## config.mk

```make
export PLATFORM = sky130hd
export DESIGN_NAME = sbcwd_regs
export DESIGN_NICKNAME = d
export VERILOG_FILES = /design/src/rtl/sbcwd_pkg.sv /design/src/rtl/sbcwd_parity.sv /design/src/rtl/sbcwd_fail_out.sv /design/src/rtl/sbcwd_regs.sv
export SDC_FILE = /design/constraint.sdc
export NUM_CORES = 1
export LEC_CHECK = 0
export BUFFER_PORTS_ARGS = -buffer_cell sky130_fd_sc_hd__buf_2
export CAP_MARGIN = 5
export CELL_PAD_IN_SITES_DETAIL_PLACEMENT = 1
export CELL_PAD_IN_SITES_GLOBAL_PLACEMENT = 2
export CORE_ASPECT_RATIO = 0.6
export CORE_MARGIN = 8
export CORE_UTILIZATION = 31
export CTS_CLUSTER_DIAMETER = 200
export DETAILED_ROUTE_END_ITERATION = 16
export PLACE_DENSITY_LB_ADDON = 0.08
export SLEW_MARGIN = 30
export SYNTH_ARGS = -nofsm -noshare
export SYNTH_HDL_FRONTEND = slang
export SYNTH_SLANG_ARGS = --single-unit
```

## constraint.sdc

```tcl
create_clock -name ref_clk_i -period 2.1 [get_ports ref_clk_i]
set_input_delay 0.21 -clock ref_clk_i [delete_from_list [all_inputs] [get_ports ref_clk_i]]
set_output_delay 0.21 -clock ref_clk_i [all_outputs]
set_load 0.02 [all_outputs]
```

## src/rtl/sbcwd_pkg.sv

```systemverilog
// Package: register map, field positions, reset values and encodings
package sbcwd_pkg;
    localparam logic [6:0] ADDR_HW_CTRL      = 7'h02;
    localparam logic [6:0] ADDR_WATCHDOG_CONTROL      = 7'h03;
    localparam logic [6:0] ADDR_MODE_CTRL    = 7'h01;
    localparam logic [6:0] ADDR_WAKE_CTRL    = 7'h06;
    localparam int HW_SOFT_RST_CFG_BIT       = 6;
    localparam int HW_FO_SW_BIT              = 5;
    localparam int HW_CHARGE_PUMP_ENABLE_BIT              = 2;
    localparam int HW_ESC_SEL_BIT            = 0;
    localparam logic [7:0] HW_WR_MASK        = 8'h65;
    localparam logic [7:0] HW_POR_VALUE      = 8'h00;
    localparam logic [7:0] HW_RESTART_KEEP   = 8'h45;
    localparam int WD_CHECKSUM_BIT           = 7;
    localparam int WD_STM_OFF_BIT            = 6;
    localparam int WINDOW_TYPE_SELECT_BIT                = 5;
    localparam int WD_BUS_WAKE_BIT           = 4;
    localparam int WD_PERIOD_LSB             = 0;
    localparam int WD_PERIOD_W               = 3;
    localparam logic [7:0] WD_WR_MASK        = 8'hf7;
    localparam logic [7:0] WD_POR_VALUE      = 8'h14;
    localparam logic [7:0] WD_RESTART_KEEP   = 8'hb0;
    localparam logic [7:0] WD_RESTART_VALUE  = 8'h04;
    localparam int MODE_LSB                  = 6;
    localparam logic [1:0] MODE_SOFT_RESET   = 2'h3;
    localparam int WAKE_STM_OFF_BIT          = 2;
    localparam int RST_PULSE_CYCLES          = 4;
    typedef enum logic [1:0] {
        SBCWD_RST_IDLE  = 2'b00,
        SBCWD_RST_PULSE = 2'b01
    } sbcwd_rst_state_t;
endpackage

```

## src/rtl/sbcwd_parity.sv

```systemverilog
// Even-parity check of a written watchdog control byte
`timescale 1ns/1ps
module sbcwd_parity #(
    parameter int W = 8
) (
    input  wire logic [W-1:0] data_i,
    output wire logic         even_o
);
    assign even_o = ~(^data_i);
endmodule // sbcwd_parity

```

## src/rtl/sbcwd_fail_out.sv

```systemverilog
// Fail output combiner: failure latch or software activation
`timescale 1ns/1ps
module sbcwd_fail_out (
    input  wire logic sw_on_i,
    input  wire logic fail_active_i,
    input  wire logic pin_is_fail_i,
    output wire logic fail_o
);
    // Software request only counts when the pin is set up as fail output
    assign fail_o = fail_active_i | (sw_on_i & pin_is_fail_i);
endmodule // sbcwd_fail_out

```

## src/rtl/sbcwd_regs.sv

```systemverilog
// Hardware control and watchdog control registers with reset behaviour
`timescale 1ns/1ps
// Notes on behaviour
// - Soft reset pulses reset pin unless configured off
// - Software fail activation only when pin configured
// - Clearing software bit keeps failure-driven fail output
// - Restart clears software fail activation bit
// - Charge pump runs only while enable set
// - Escalation after first or second watchdog failure
// - Lock bits keep configuration over soft reset
// - Hardware control reset and restart values
// - Watchdog byte written with even parity
// - First stop-mode bit deactivates watchdog
// - Type bit picks time-out or window
// - Bus wake in stop mode starts watchdog if enabled
// - Watchdog control reset and restart values
// - Reserved bits read as zero
// - Mode field 11 executes soft reset
// - Second stop-mode bit also deactivates watchdog
module sbcwd_regs
    import sbcwd_pkg::*;
(
    input  wire logic       ref_clk_i,
    input  wire logic       rst_i,
    input  wire logic       wr_en_i,
    input  wire logic       rd_en_i,
    input  wire logic [6:0] addr_i,
    input  wire logic [7:0] wdata_i,
    input  wire logic       restart_i,
    input  wire logic       cfg_lock0_i,
    input  wire logic       cfg_lock1_i,
    input  wire logic       fail_active_i,
    input  wire logic       pin_is_fail_i,
    input  wire logic       stop_mode_i,
    input  wire logic       bus_wake_i,
    output logic [7:0]      rdata_o,
    output logic            wd_parity_err_o,
    output logic            reset_pin_n_o,
    output logic            fail_output_pin_o,
    output logic            charge_pump_en_o,
    output logic            escalate_first_o,
    output logic            wdog_window_o,
    output logic            wdog_stop_off_o,
    output logic            wdog_bus_start_o,
    output logic [2:0]      wdog_period_o
);
    // ****************************************
    // Register state
    // ****************************************
    logic [7:0]       hw_ctrl_r;
    logic [7:0]       hw_ctrl_nxt;
    logic [7:0]       watchdog_control_r;
    logic [7:0]       watchdog_control_nxt;
    logic             stm_off_b_r;
    logic             stm_off_b_nxt;
    sbcwd_rst_state_t rst_state_r;
    sbcwd_rst_state_t rst_state_nxt;
    logic [2:0]       pulse_cnt_r;
    logic [2:0]       pulse_cnt_nxt;

    // ****************************************
    // Decode
    // ****************************************
    logic       wr_hw;
    logic       wr_wd;
    logic       wr_mode;
    logic       wr_wake;
    logic       soft_rst;
    logic       wd_even;
    logic       fail_comb;
    logic [7:0] hw_soft_val;
    logic [7:0] rd_sel;

    assign wr_hw    = wr_en_i && (addr_i == ADDR_HW_CTRL);
    assign wr_wd    = wr_en_i && (addr_i == ADDR_WATCHDOG_CONTROL);
    assign wr_mode  = wr_en_i && (addr_i == ADDR_MODE_CTRL);
    assign wr_wake  = wr_en_i && (addr_i == ADDR_WAKE_CTRL);
    assign soft_rst = wr_mode && (wdata_i[MODE_LSB +: 2] == MODE_SOFT_RESET);

    sbcwd_parity #(.W(8)) u_parity (
        .data_i (wdata_i),
        .even_o (wd_even)
    );

    // Lock bits carry the current value through a soft reset
    always_comb begin
        hw_soft_val = HW_POR_VALUE;
        hw_soft_val[HW_SOFT_RST_CFG_BIT] = cfg_lock1_i & hw_ctrl_r[HW_SOFT_RST_CFG_BIT];
        hw_soft_val[HW_CHARGE_PUMP_ENABLE_BIT] = cfg_lock0_i & hw_ctrl_r[HW_CHARGE_PUMP_ENABLE_BIT];
    end

    always_comb begin
        hw_ctrl_nxt = hw_ctrl_r;
        if (soft_rst) begin
            hw_ctrl_nxt = hw_soft_val;
        end else if (restart_i) begin
            hw_ctrl_nxt = hw_ctrl_r & HW_RESTART_KEEP;
        end else if (wr_hw) begin
            hw_ctrl_nxt = wdata_i & HW_WR_MASK;
        end
    end

    // Writes with bad parity are still stored; the flag reports the mismatch
    always_comb begin
        watchdog_control_nxt = watchdog_control_r;
        if (soft_rst) begin
            watchdog_control_nxt = WD_POR_VALUE;
        end else if (restart_i) begin
            watchdog_control_nxt = (watchdog_control_r & WD_RESTART_KEEP) | WD_RESTART_VALUE;
        end else if (wr_wd) begin
            watchdog_control_nxt = wdata_i & WD_WR_MASK;
        end
    end

    // Restart clears the second stop-mode bit as well, so no stale deactivation survives it
    assign stm_off_b_nxt = (soft_rst || restart_i) ? 1'b0 :
                           wr_wake ? wdata_i[WAKE_STM_OFF_BIT] : stm_off_b_r;

    // Reset pin pulse: soft reset with configuration bit clear
    always_comb begin
        rst_state_nxt = rst_state_r;
        pulse_cnt_nxt = pulse_cnt_r;
        unique case (rst_state_r)
            SBCWD_RST_IDLE: begin
                if (soft_rst && !hw_ctrl_r[HW_SOFT_RST_CFG_BIT]) begin
                    rst_state_nxt = SBCWD_RST_PULSE;
                    pulse_cnt_nxt = 3'(RST_PULSE_CYCLES - 1);
                end
            end
            SBCWD_RST_PULSE: begin
                if (pulse_cnt_r == 3'h0) begin
                    rst_state_nxt = SBCWD_RST_IDLE;
                end else begin
                    pulse_cnt_nxt = pulse_cnt_r - 3'h1;
                end
            end
            default: begin
                rst_state_nxt = SBCWD_RST_IDLE;
            end
        endcase
    end

    sbcwd_fail_out u_fail (
        .sw_on_i       (hw_ctrl_nxt[HW_FO_SW_BIT]),
        .fail_active_i (fail_active_i),
        .pin_is_fail_i (pin_is_fail_i),
        .fail_o        (fail_comb)
    );

    assign rd_sel = (addr_i == ADDR_HW_CTRL) ? hw_ctrl_nxt :
                    (addr_i == ADDR_WATCHDOG_CONTROL) ? watchdog_control_nxt : 8'h00;

    // ****************************************
    // Flip-flops
    // ****************************************
    always_ff @(posedge ref_clk_i) begin
        if (rst_i) begin
            hw_ctrl_r   <= HW_POR_VALUE;
            watchdog_control_r   <= WD_POR_VALUE;
            stm_off_b_r <= 1'b0;
            rst_state_r <= SBCWD_RST_IDLE;
            pulse_cnt_r <= 3'h0;
        end else begin
            hw_ctrl_r   <= hw_ctrl_nxt;
            watchdog_control_r   <= watchdog_control_nxt;
            stm_off_b_r <= stm_off_b_nxt;
            rst_state_r <= rst_state_nxt;
            pulse_cnt_r <= pulse_cnt_nxt;
        end
    end

    // Outputs registered from next-state so they track the stored bits
    always_ff @(posedge ref_clk_i) begin
        if (rst_i) begin
            rdata_o           <= 8'h00;
            wd_parity_err_o   <= 1'b0;
            reset_pin_n_o     <= 1'b1;
            fail_output_pin_o <= 1'b0;
            charge_pump_en_o  <= 1'b0;
            escalate_first_o  <= 1'b0;
            wdog_window_o     <= 1'b0;
            wdog_stop_off_o   <= 1'b0;
            wdog_bus_start_o  <= 1'b0;
            wdog_period_o     <= WD_POR_VALUE[WD_PERIOD_LSB +: WD_PERIOD_W];
        end else begin
            rdata_o           <= rd_en_i ? rd_sel : rdata_o;
            wd_parity_err_o   <= wr_wd && !soft_rst && !restart_i && !wd_even;
            reset_pin_n_o     <= (rst_state_nxt != SBCWD_RST_PULSE);
            fail_output_pin_o <= fail_comb;
            charge_pump_en_o  <= hw_ctrl_nxt[HW_CHARGE_PUMP_ENABLE_BIT];
            escalate_first_o  <= hw_ctrl_nxt[HW_ESC_SEL_BIT];
            wdog_window_o     <= watchdog_control_nxt[WINDOW_TYPE_SELECT_BIT];
            wdog_stop_off_o   <= watchdog_control_nxt[WD_STM_OFF_BIT] | stm_off_b_nxt;
            wdog_bus_start_o  <= stop_mode_i && bus_wake_i
                                 && watchdog_control_nxt[WD_BUS_WAKE_BIT];
            wdog_period_o     <= watchdog_control_nxt[WD_PERIOD_LSB +: WD_PERIOD_W];
        end
    end

    // ****************************************
    // Checks
    // ****************************************
    reset_pulse_a: assert property (@(posedge ref_clk_i) disable iff (rst_i)
        (soft_rst && !hw_ctrl_r[HW_SOFT_RST_CFG_BIT] && rst_state_r == SBCWD_RST_IDLE)
        |=> !reset_pin_n_o [*4] ##1 reset_pin_n_o)
        else $error("Reset pin pulse wrong");
    no_reset_pulse_a: assert property (@(posedge ref_clk_i) disable iff (rst_i)
        (soft_rst && hw_ctrl_r[HW_SOFT_RST_CFG_BIT] && rst_state_r == SBCWD_RST_IDLE)
        |=> reset_pin_n_o)
        else $error("Reset pin pulsed while disabled");
    fail_hold_a: assert property (@(posedge ref_clk_i) disable iff (rst_i)
        fail_active_i |=> fail_output_pin_o)
        else $error("Failure did not drive fail output");
    fail_sw_a: assert property (@(posedge ref_clk_i) disable iff (rst_i)
        (!fail_active_i && !pin_is_fail_i) |=> !fail_output_pin_o)
        else $error("Fail output driven without configuration");
    restart_clear_a: assert property (@(posedge ref_clk_i) disable iff (rst_i)
        (restart_i && !soft_rst) |=> !hw_ctrl_r[HW_FO_SW_BIT])
        else $error("Restart kept software fail bit");
    cp_follow_a: assert property (@(posedge ref_clk_i) disable iff (rst_i)
        ##1 charge_pump_en_o == hw_ctrl_r[HW_CHARGE_PUMP_ENABLE_BIT])
        else $error("Charge pump does not follow enable");
    lock_keep_a: assert property (@(posedge ref_clk_i) disable iff (rst_i)
        (soft_rst && cfg_lock0_i) |=> hw_ctrl_r[HW_CHARGE_PUMP_ENABLE_BIT] == $past(hw_ctrl_r[HW_CHARGE_PUMP_ENABLE_BIT]))
        else $error("Lock did not keep charge pump bit");
    wd_soft_a: assert property (@(posedge ref_clk_i) disable iff (rst_i)
        soft_rst |=> watchdog_control_r == WD_POR_VALUE)
        else $error("Watchdog control soft reset value wrong");
    reserved_zero_a: assert property (@(posedge ref_clk_i) disable iff (rst_i)
        (hw_ctrl_r[7] == 1'b0) && (hw_ctrl_r[4:3] == 2'h0) && (hw_ctrl_r[1] == 1'b0)
        && (watchdog_control_r[3] == 1'b0))
        else $error("Reserved bit set");
    parity_flag_a: assert property (@(posedge ref_clk_i) disable iff (rst_i)
        (wr_wd && !soft_rst && !restart_i) |=> wd_parity_err_o == ^$past(wdata_i))
        else $error("Parity flag wrong");

    // ****************************************
    // Checks on soft reset, writes, restart, stop mode, bus wake and reads
    // ****************************************
    // Write checks exclude soft reset and restart, which both win over a write
    hw_soft_a: assert property (@(posedge ref_clk_i) disable iff (rst_i)
        (soft_rst && !cfg_lock0_i && !cfg_lock1_i) |=> hw_ctrl_r == HW_POR_VALUE)
        else $error("Hardware control soft reset value wrong");
    lock_cfg_a: assert property (@(posedge ref_clk_i) disable iff (rst_i)
        (soft_rst && cfg_lock1_i)
        |=> hw_ctrl_r[HW_SOFT_RST_CFG_BIT] == $past(hw_ctrl_r[HW_SOFT_RST_CFG_BIT]))
        else $error("Lock did not keep reset configuration bit");
    hw_soft_rest_a: assert property (@(posedge ref_clk_i) disable iff (rst_i)
        soft_rst |=> (hw_ctrl_r & 8'hbb) == (HW_POR_VALUE & 8'hbb))
        else $error("Unlocked hardware control bits survived soft reset");
    hw_restart_a: assert property (@(posedge ref_clk_i) disable iff (rst_i)
        (restart_i && !soft_rst) |=> hw_ctrl_r == ($past(hw_ctrl_r) & HW_RESTART_KEEP))
        else $error("Hardware control restart value wrong");
    wd_restart_a: assert property (@(posedge ref_clk_i) disable iff (rst_i)
        (restart_i && !soft_rst) |=> (watchdog_control_r[WD_STM_OFF_BIT] == 1'b0)
        && (watchdog_control_r[3:0] == WD_RESTART_VALUE[3:0])
        && (watchdog_control_r[WD_CHECKSUM_BIT] == $past(watchdog_control_r[WD_CHECKSUM_BIT])))
        else $error("Watchdog control restart value wrong");
    fail_restart_a: assert property (@(posedge ref_clk_i) disable iff (rst_i)
        (restart_i && !soft_rst && !fail_active_i) |=> !fail_output_pin_o)
        else $error("Restart left fail output driven");
    fail_sw_on_a: assert property (@(posedge ref_clk_i) disable iff (rst_i)
        (wr_hw && !soft_rst && !restart_i && pin_is_fail_i && wdata_i[HW_FO_SW_BIT])
        |=> fail_output_pin_o)
        else $error("Software fail activation ignored");
    cp_write_a: assert property (@(posedge ref_clk_i) disable iff (rst_i)
        (wr_hw && !soft_rst && !restart_i)
        |=> charge_pump_en_o == $past(wdata_i[HW_CHARGE_PUMP_ENABLE_BIT]))
        else $error("Charge pump enable not taken from write");
    esc_write_a: assert property (@(posedge ref_clk_i) disable iff (rst_i)
        (wr_hw && !soft_rst && !restart_i)
        |=> escalate_first_o == $past(wdata_i[HW_ESC_SEL_BIT]))
        else $error("Escalation select not taken from write");
    window_write_a: assert property (@(posedge ref_clk_i) disable iff (rst_i)
        (wr_wd && !soft_rst && !restart_i)
        |=> wdog_window_o == $past(wdata_i[WINDOW_TYPE_SELECT_BIT]))
        else $error("Watchdog type not taken from write");
    period_write_a: assert property (@(posedge ref_clk_i) disable iff (rst_i)
        (wr_wd && !soft_rst && !restart_i)
        |=> wdog_period_o == $past(wdata_i[WD_PERIOD_LSB +: WD_PERIOD_W]))
        else $error("Watchdog period not taken from write");
    stop_off_a: assert property (@(posedge ref_clk_i) disable iff (rst_i)
        watchdog_control_r[WD_STM_OFF_BIT] |-> wdog_stop_off_o)
        else $error("First stop-mode bit did not deactivate watchdog");
    stop_off_b_a: assert property (@(posedge ref_clk_i) disable iff (rst_i)
        stm_off_b_r |-> wdog_stop_off_o)
        else $error("Second stop-mode bit did not deactivate watchdog");
    stop_on_a: assert property (@(posedge ref_clk_i) disable iff (rst_i)
        (!watchdog_control_r[WD_STM_OFF_BIT] && !stm_off_b_r) |-> !wdog_stop_off_o)
        else $error("Watchdog deactivated with both stop-mode bits clear");
    bus_start_a: assert property (@(posedge ref_clk_i) disable iff (rst_i)
        (stop_mode_i && bus_wake_i && watchdog_control_r[WD_BUS_WAKE_BIT] && !wr_wd && !soft_rst
        && !restart_i) |=> wdog_bus_start_o)
        else $error("Bus wake did not start watchdog");
    no_bus_start_a: assert property (@(posedge ref_clk_i) disable iff (rst_i)
        (!stop_mode_i || !bus_wake_i) |=> !wdog_bus_start_o)
        else $error("Watchdog started without bus wake in stop mode");
    rd_hw_a: assert property (@(posedge ref_clk_i) disable iff (rst_i)
        (rd_en_i && addr_i == ADDR_HW_CTRL) |=> rdata_o == hw_ctrl_r)
        else $error("Hardware control read wrong");
    rd_wd_a: assert property (@(posedge ref_clk_i) disable iff (rst_i)
        (rd_en_i && addr_i == ADDR_WATCHDOG_CONTROL) |=> rdata_o == watchdog_control_r)
        else $error("Watchdog control read wrong");
    rd_reserved_a: assert property (@(posedge ref_clk_i) disable iff (rst_i)
        (rd_en_i && addr_i == ADDR_HW_CTRL) |=> (rdata_o & ~HW_WR_MASK) == 8'h00)
        else $error("Reserved hardware control bit read as one");
endmodule // sbcwd_regs

```

After elaboration in Yosys (flattened, before gate mapping)
Index checks and enable logic that the tools add are counted.
{ "totals": {"register_bits": 41, "latch_bits": 0, "ramBits": 0, "rom_bits": 0, "in_bits": 26, "output_inout_bits": 19, "wordCells": 66, "memories": 0} }
{ "op_classes": {"n_addsub": 1, "n_mul": 0, "div": 0, "magnitude_cmp": 0, "n_eq_ne": 9, "shift": 0, "n_mux": 16, "bitwise": 5, "n_reduce_logical": 20} }
{ "ops": {"columns": ["op", "count"], "rows": [
  ["8-bit 2-to-1 mux", 8],
  ["7-bit by 2-bit equality test with 1-bit output, second input constant", 2],
  ["1-bit logical AND", 11],
  ["8-bit parity", 1],
  ["7-bit by 1-bit equality test with 1-bit output, second input constant", 1],
  ["7-bit by 3-bit equality test with 1-bit output, second input constant", 1],
  ["3-bit 2-to-1 mux", 2],
  ["3-bit case mux with 2 select lines", 1],
  ["2-bit 2-to-1 mux", 2],
  ["2-bit inequality test, second input constant", 2],
  ["2-bit case mux with 2 select lines", 1],
  ["1-bit bitwise AND", 3],
  ["1-bit zero test", 3],
  ["3-bit zero test", 1],
  ["3-bit AND reduction", 1],
  ["3-bit by 1-bit subtractor with 3-bit output, second input constant", 1],
  ["2-bit by 1-bit equality test with 1-bit output, second input constant", 1],
  ["2-bit equality test, second input constant", 1],
  ["2-bit zero test", 1],
  ["1-bit 2-to-1 mux", 2],
  ["2-bit by 1-bit inequality test with 1-bit output, second input constant", 1],
  ["1-bit OR", 2],
  ["2-bit nonzero test", 1],
  ["1-bit logical OR", 1]
]} }

Depth between registers and ports, before layout
Gate-level depths: netlist of the first run.
{ "logic_depth": {"depth_word": 7, "depth_mapped": 6, "mapped_depth_nobuf": 6} }

Modules after synthesis
From an unflattened synthesis of the first run, not the netlist that was laid out.
{ "hier_totals": {"cells_unflattened": 193, "area_unflattened_um2": 1731.7} }
{ "by_module_without_submodules": {"columns": ["module", "instances", "cells_per_inst", "area_per_inst_um2", "seq_area_each_um2"], "rows": [
  ["sbcwd_regs", 1, 185, 1662.8, 700.7],
  ["sbcwd_parity", 1, 7, 61.3, 0.0],
  ["sbcwd_fail_out", 1, 1, 7.5, 0.0]
]} }

Least setup slack after synthesis of the first run
No wires, ideal clock.
{ "synth_path": {"path_kind": "input -> register", "start": "input port addr_i[2]", "end": "register rdata_o[5]", "setup_ps": 75, "arrival_ps": 1714, "slack_ps": 312, "cell_stages": 4, "cell_sequence": "or4_1 or4_1 or4_1 o22ai_1"} }
{ "synth_between": {"elab_chain_len": 7, "elab_cells_between_ends": 15, "cone_classes": "eq/ne: 3; mux: 8; reduce/logical: 4"} }
{ "synth_lines": {"columns": ["item", "line_no", "text"], "rows": [
  ["start, declared", "sbcwd_regs.sv:27", "input wire logic [6:0] addr_i,"],
  ["7-bit by 2-bit equality test with 1-bit output", "sbcwd_regs.sv:75, sbcwd_regs.sv:151", null],
  ["1-bit logical AND", "sbcwd_regs.sv:75", "assign wr_wd = wr_en_i && (addr_i == ADDR_WATCHDOG_CONTROL);"],
  ["8-bit 2-to-1 mux", "sbcwd_regs.sv:110", "end else if (wr_wd) begin"],
  ["8-bit 2-to-1 mux", "sbcwd_regs.sv:108", "end else if (restart_i) begin"],
  ["8-bit 2-to-1 mux", "sbcwd_regs.sv:106", "if (soft_rst) begin"],
  ["8-bit 2-to-1 mux", "sbcwd_regs.sv:151", "(addr_i == ADDR_WATCHDOG_CONTROL) ? watchdog_control_nxt : 8'h00;"],
  ["8-bit 2-to-1 mux *", "sbcwd_regs.sv:150", "assign rd_sel = (addr_i == ADDR_HW_CTRL) ? hw_ctrl_nxt :"],
  ["end signal, assigned", "sbcwd_regs.sv:186", "rdata_o <= rd_en_i ? rd_sel : rdata_o;"],
  ["end, declared", "sbcwd_regs.sv:36", "output logic [7:0] rdata_o,"]
]} }
Mark *: on every way between the ends. The rest lies on a longest branch, timed or not.
A chain may end at the register's enable or synchronous reset.

Worst setup path in the final report of the first run
Ends and elaborated chain as after synthesis.

==> results.cfg, run 1 <==
[setup_path]
path_buf_inv = 1
crit_top_cell = or4_1
startpoint_type = input port
path_cells = buf_2 -> or4_1 -> or4_1 -> or4_1 -> o22ai_1
path_class = in -> reg
critPathMaxStageDelay_ps = 530
crit_family = simple AND/OR/NAND/NOR gates
cp.required_ps = 2310
end_kind = register
path_max_fanout = 4
slowest_stage = or4_1
cp.arrival_ps = 1920

[flow_run]
max_cap_viol_count = 0

[final_layout]
final_layout_size_suffix_gt1_frac = 0.280
antenna_cells = 0
nNetsFinal = 271
postLayoutCoreUtil = 0.393
area_delta_synth_final_pct = 24.2

[clocking]
clk-insertion-delay-late_ps = 280
path_clk_slew_ps = 70
cts-resized-gates = 0
holdBufCountCts = 0
cts_sinks = 35
cts_tree = done
postCtsSetupRepairBufs = 0
cts_buffers = 5
cts_root_buffer = clkbuf_8
cts.path.max_buffers = 2
h-tree-depth = 2

[yosys]
netlist_area_um2 = 1740
ys_seq_elements = 35
yosys.cell_count.top_type = dfxtp_1
ys_seq_area_frac = 0.403
yosys_warnings = 0
synthFlopType = dfxtp_1
synth-edff-count = 0
syn_avg_cell_area_um2 = 8.96
yosys.area.top_type = dfxtp_1
synth_cells = 194
synth_area_leaders = dfxtp_1, mux2i_1, a21oi_1, nor3_1, nor2b_1
ys_async_sr_fraction = 0
netlist.area_leader.share = 0.403
ys_types = 46
syn_nets = 223
synthTopCellsByCount = dfxtp_1, a21oi_1, nor3_1

[timing]
hold_viol = 0
totalNegativeSetupSlack_ps = 0
maxSlewHeadroom = 0.627
slew_viol_final = 0
setup_violations = 0
period_share = 0.815
min_period_ps = 1710
whs_ps = 152
tightest_slew_ps = 556
rsz0062_at_grt = no
fmax_mhz = 584
fin_skew_ps = 4.75

[global_route]
antenna_found_initial = 0
grt_pass1_vias = 1729
grt_max_degree = 25
track_usage = 0.134
grt_pass1_wl_mm = 8.74
overflow = 0

[floorplanning]
core_um2 = 5490
die_w_um = 113
ios = 45
die-area_um2 = 8340
dieHeight_um = 74.0
initial_utilization = 0.317
row_count = 21

[detailed_routing]
ant_nets = 0
route.vias.total = 1602
drt_iter0_drc = 52
wl_mm = 5.28
wl_per_cell_um = 16.9
vias_per_cell = 5.13
firstDrtPassIters = 6
drc_errors = 0

[power_and_ir_drop]
combPwrFrac = 0.116
p_seq_frac = 0.492
clkPwrFrac = 0.393
switching_share = 0.244
p_per_area_nw_per_um2 = 633
intPower_mw = 1.03
power_leakage_nw = 0.882
peakVddDrop_mv = 0.173
finalPower_mw = 1.37
power.switching_uw = 333

[place]
place_hpwl_mm = 4.11
port_buffers = 44
place_congestion = 0.756

[outcome]
status = complete, no violations

[hold_path]
hp-class = in -> reg
[cell families (layout without fill, tap and decap cells)]
group,count (synthesis),in the layout,share of synthesized area
adders and majority gates,3,3,0.0216
buffers and inverters,19,68,0.0482
muxes,12,12,0.0705
and+or+nand+nor,78,78,0.276
xor gates and xnor gates,7,7,0.0353
AOI/OAI and AO/OA,39,39,0.143
other,1,1,0.00216
DFF,35,35,0.403
[power by group through the flow]
stage / combinational [mW] / clock, mW / sequential [mW]
2_1_floorplan: 0.0786 / 0 / 0.693
3_3_place_gp: 0.156 / 0 / 0.687
3_5_place_dp: 0.158 / 0 / 0.688
4_1_cts: 0.159 / 0.553 / 0.672
5_1_grt: 0.173 / 0.585 / 0.673
6_report: 0.158 / 0.537 / 0.672
[cells in the final DEF, fill, tap and decap left out, drive strengths merged, types with 4 or more instances in the layout]
cell type,instances
buf,54
xnor2,5
o21ai,5
a21oi,14
or4,4
mux2i,10
and2,4
nand3,4
nand2b,4
nor2b,9
nand2,8
nor3,12
clkbuf,8
nand3b,4
nor2,9
dfxtp,35
inv,6
[registers in the layout, indices dropped and copies added (netlist names), 2 cells and up]
register	cells
rdata_o	8
hw_ctrl_r	8
rst_state_r	2
watchdog_control_r	8
pulse_cnt_r	3
[layer usage]
metal	vias to the layer above	part of all wire	global-route usage	routed length, um
li1	797	-	-	-
met4	0	0.012	0.0564	65
met1	762	0.52	0.182	2750
met5	-	0	0	0
met3	4	0.059	0.0373	310
met2	39	0.41	0.193	2150
[cell type report]
class | count | area, um2
multi-input cells | 140 | 955
fillers | 680 | 3330
well taps | 69 | 86.3
clock buffers | 8 | 100
flip-flops and latches | 35 | 701
repair buffers | 54 | 295
inverters | 6 | 22.5
[through the flow]
stage	area, um2	setup slack (ps)	cells
global route	2160	253	312
finish	2160	388	312
CTS	2160	388	312
global placement	2060	141	304
detailed placement	2060	95.0	304
floorplan	1740	312	194
[path summary, 6_finish.rpt]
check        depth (start not counted)                         from                     endpoint  slack, ps
max                                  5                    addr_i[2]      rdata_o[5]$_SDFFE_PP0P_        390
min                                  3                   bus_wake_i  wdog_bus_start_o$_SDFF_PP0_        150
max reg2reg                          6  pulse_cnt_r[0]$_SDFFE_PP0P_     reset_pin_n_o$_SDFF_PP1_        510
min reg2reg                          2      rdata_o[0]$_SDFFE_PP0P_      rdata_o[0]$_SDFFE_PP0P_        460
[worst min-delay path, cell delays in order]
cell	delay [ps]
buf_2	90
nand2_1	50
nor3_1	40
No activity file was read; power rests on OpenSTA's default activity.
==> run 2: changes to the inputs <==
--- a/config.mk
+++ b/config.mk
@@ -11,7 +11,7 @@
 export CELL_PAD_IN_SITES_GLOBAL_PLACEMENT = 2
 export CORE_ASPECT_RATIO = 0.6
 export CORE_MARGIN = 8
-export CORE_UTILIZATION = 31
+export CORE_UTILIZATION = 28
 export CTS_CLUSTER_DIAMETER = 200
 export DETAILED_ROUTE_END_ITERATION = 16
 export PLACE_DENSITY_LB_ADDON = 0.08
==> constraint.sdc (replaced) <==
create_clock -name ref_clk_i -period 1.35 [get_ports ref_clk_i]
set_input_delay 0.135 -clock ref_clk_i [delete_from_list [all_inputs] [get_ports ref_clk_i]]
set_output_delay 0.135 -clock ref_clk_i [all_outputs]
set_load 0.02 [all_outputs]
==> results.cfg, run 2 (synthesis results as in run 1) <==
[global_route]
antenna_found_initial = 0
grt_pass1_vias = 1993
track_usage = 0.142
grt_max_degree = 17
overflow = 0
grt_pass1_wl_mm = 10.4

[clocking]
clk-insertion-delay-late_ps = 290
path_clk_slew_ps = 80
cts_sinks = 35
cts_tree = done
h-tree-depth = 2
holdBufCountCts = 0
cts.path.max_buffers = 2
cts_buffers = 5
cts_root_buffer = clkbuf_8

[final_layout]
nNetsFinal = 306
final_cell_mix = buf_2, buf_4, dfxtp_1, buf_6, mux2i_1
final_layout_size_suffix_gt1_frac = 0.529
final_common_cell = buf_2
antenna_cells = 0
area_delta_synth_final_pct = 62.2
postLayoutCoreUtil = 0.466
top_regs = hw_ctrl_r x8, rdata_o x8, watchdog_control_r x8

[timing]
fin_skew_ps = 6.26
setup_violations = 9
worst_slack_ps = -218
fmax_mhz = 638
rsz0062_at_grt = yes
hold_viol = 0
min_period_ps = 1570
slew_viol_final = 0
totalNegativeSetupSlack_ps = -687
period_share = 1.16

[setup_path]
path_class = in -> reg
critPathMaxStageDelay_ps = 540
r2r-start = pulse_cnt_r[0]$_SDFFE_PP0P_
end_kind = register
crit-reg2reg-capture = reset_pin_n_o$_SDFF_PP1_
crit_cells = 5
ff2ff_path_depth = 6
path_buf_inv = 1
path_max_fanout = 2
crit_family = simple AND/OR/NAND/NOR gates
crit_top_cell = or4_4
path_cells = buf_6 -> or4_4 -> or4_4 -> or4_4 -> o22ai_1
cp.arrival_ps = 1800
rrSetupSlack_ps = -10
slowest_stage = or4_4
cp.required_ps = 1580
critPathLaunch = addr_i[2]
crit_path_end = rdata_o[5]$_SDFFE_PP0P_
startpoint_type = input port

[outcome]
violations = setup timing
status = finished with violations

[power_and_ir_drop]
power_leakage_nw = 1.18
intPower_mw = 1.67
clkPwrFrac = 0.380
p_seq_frac = 0.461
peakVddDrop_mv = 0.407
combPwrFrac = 0.158
power.switching_uw = 594
switching_share = 0.262
p_per_area_nw_per_um2 = 804

[floorplanning]
ios = 45
core_um2 = 6060
die-area_um2 = 9070
dieHeight_um = 77.0
initial_utilization = 0.287
row_count = 22
die_w_um = 118

[place]
place_hpwl_mm = 4.96
port_buffers = 44
place_congestion = 0.789

[hold_path]
hp-class = in -> reg
hold_depth = 3

[detailed_routing]
ant_nets = 0
drt_iter0_drc = 85
wl_per_cell_um = 18.2
vias_per_cell = 4.96
route.vias.total = 1797
wl_mm = 6.60
firstDrtPassIters = 4
drc_errors = 0

[flow_run]
max_cap_viol_count = 0
==> run 2: repair_timing <==
item | in CTS | in global routing
gates resized for setup | 28 | 36
setup endpoints to repair | 21 | 23
pin swaps | 15 | 15
cloned | 1 | 0
setup buffers | 4 | 1
==> run 2: layout make-up <==
type                       instances  area [um2]
clock buffer                       7        96.3
timing repair buffer              89         654
clock inverter                     1        7.51
fill                             713        3230
inverter                           6        22.5
tap                               84         105
multi-input combinational        140        1230
sequential                        35         704
==> run 2: stage by stage <==
stage	std cells	instance area [um2]	worst slack [ps]	power [mW]	hold WS, ps
CTS	362	2670	-204	2.28	62.0
global route	362	2820	-236	2.36	83.8
global placement	349	2380	-516	1.37	380
floorplan	194	1810	-359	1.21	241
detailed placement	349	2380	-547	1.38	377
finish	362	2820	-218	2.27	60.5
==> run 2: power groups by stage <==
stage,logic (mW),registers (mW),clock network [mW]
floorplan,0.130,1.08,0
detailed placement,0.310,1.07,0
CTS,0.338,1.05,0.892
global route,0.384,1.05,0.930
global placement,0.302,1.07,0
finish,0.359,1.05,0.863
==> run 2: how the worst min path moves through the flow <==
| stage | end | startpoint |
|---|---|---|
| after global placement | wdog_bus_start_o$_SDFF_PP0_ | bus_wake_i |
| after global routing | wdog_bus_start_o$_SDFF_PP0_ | bus_wake_i |
| after detailed placement | wdog_bus_start_o$_SDFF_PP0_ | bus_wake_i |
| after CTS | wdog_bus_start_o$_SDFF_PP0_ | bus_wake_i |
| after floorplan | watchdog_control_r[4]$_SDFF_PP1_ | rst_i |
| final | wdog_bus_start_o$_SDFF_PP0_ | bus_wake_i |
==> run 2: worst reg2reg max path, cell delays in order, from the launching register on <==
cell and delay, ps:
dfxtp_2 340, inv_2 50, ha_4 150, nor2b_4 130
nor3b_4 240, a21oi_4 80, or2_4 260
==> run 2: routing by layer <==
layer  GRT usage  share of wire
met1       0.186           0.49
met2       0.220           0.45
met3      0.0417          0.046
met4      0.0457          0.012
met5           0              0
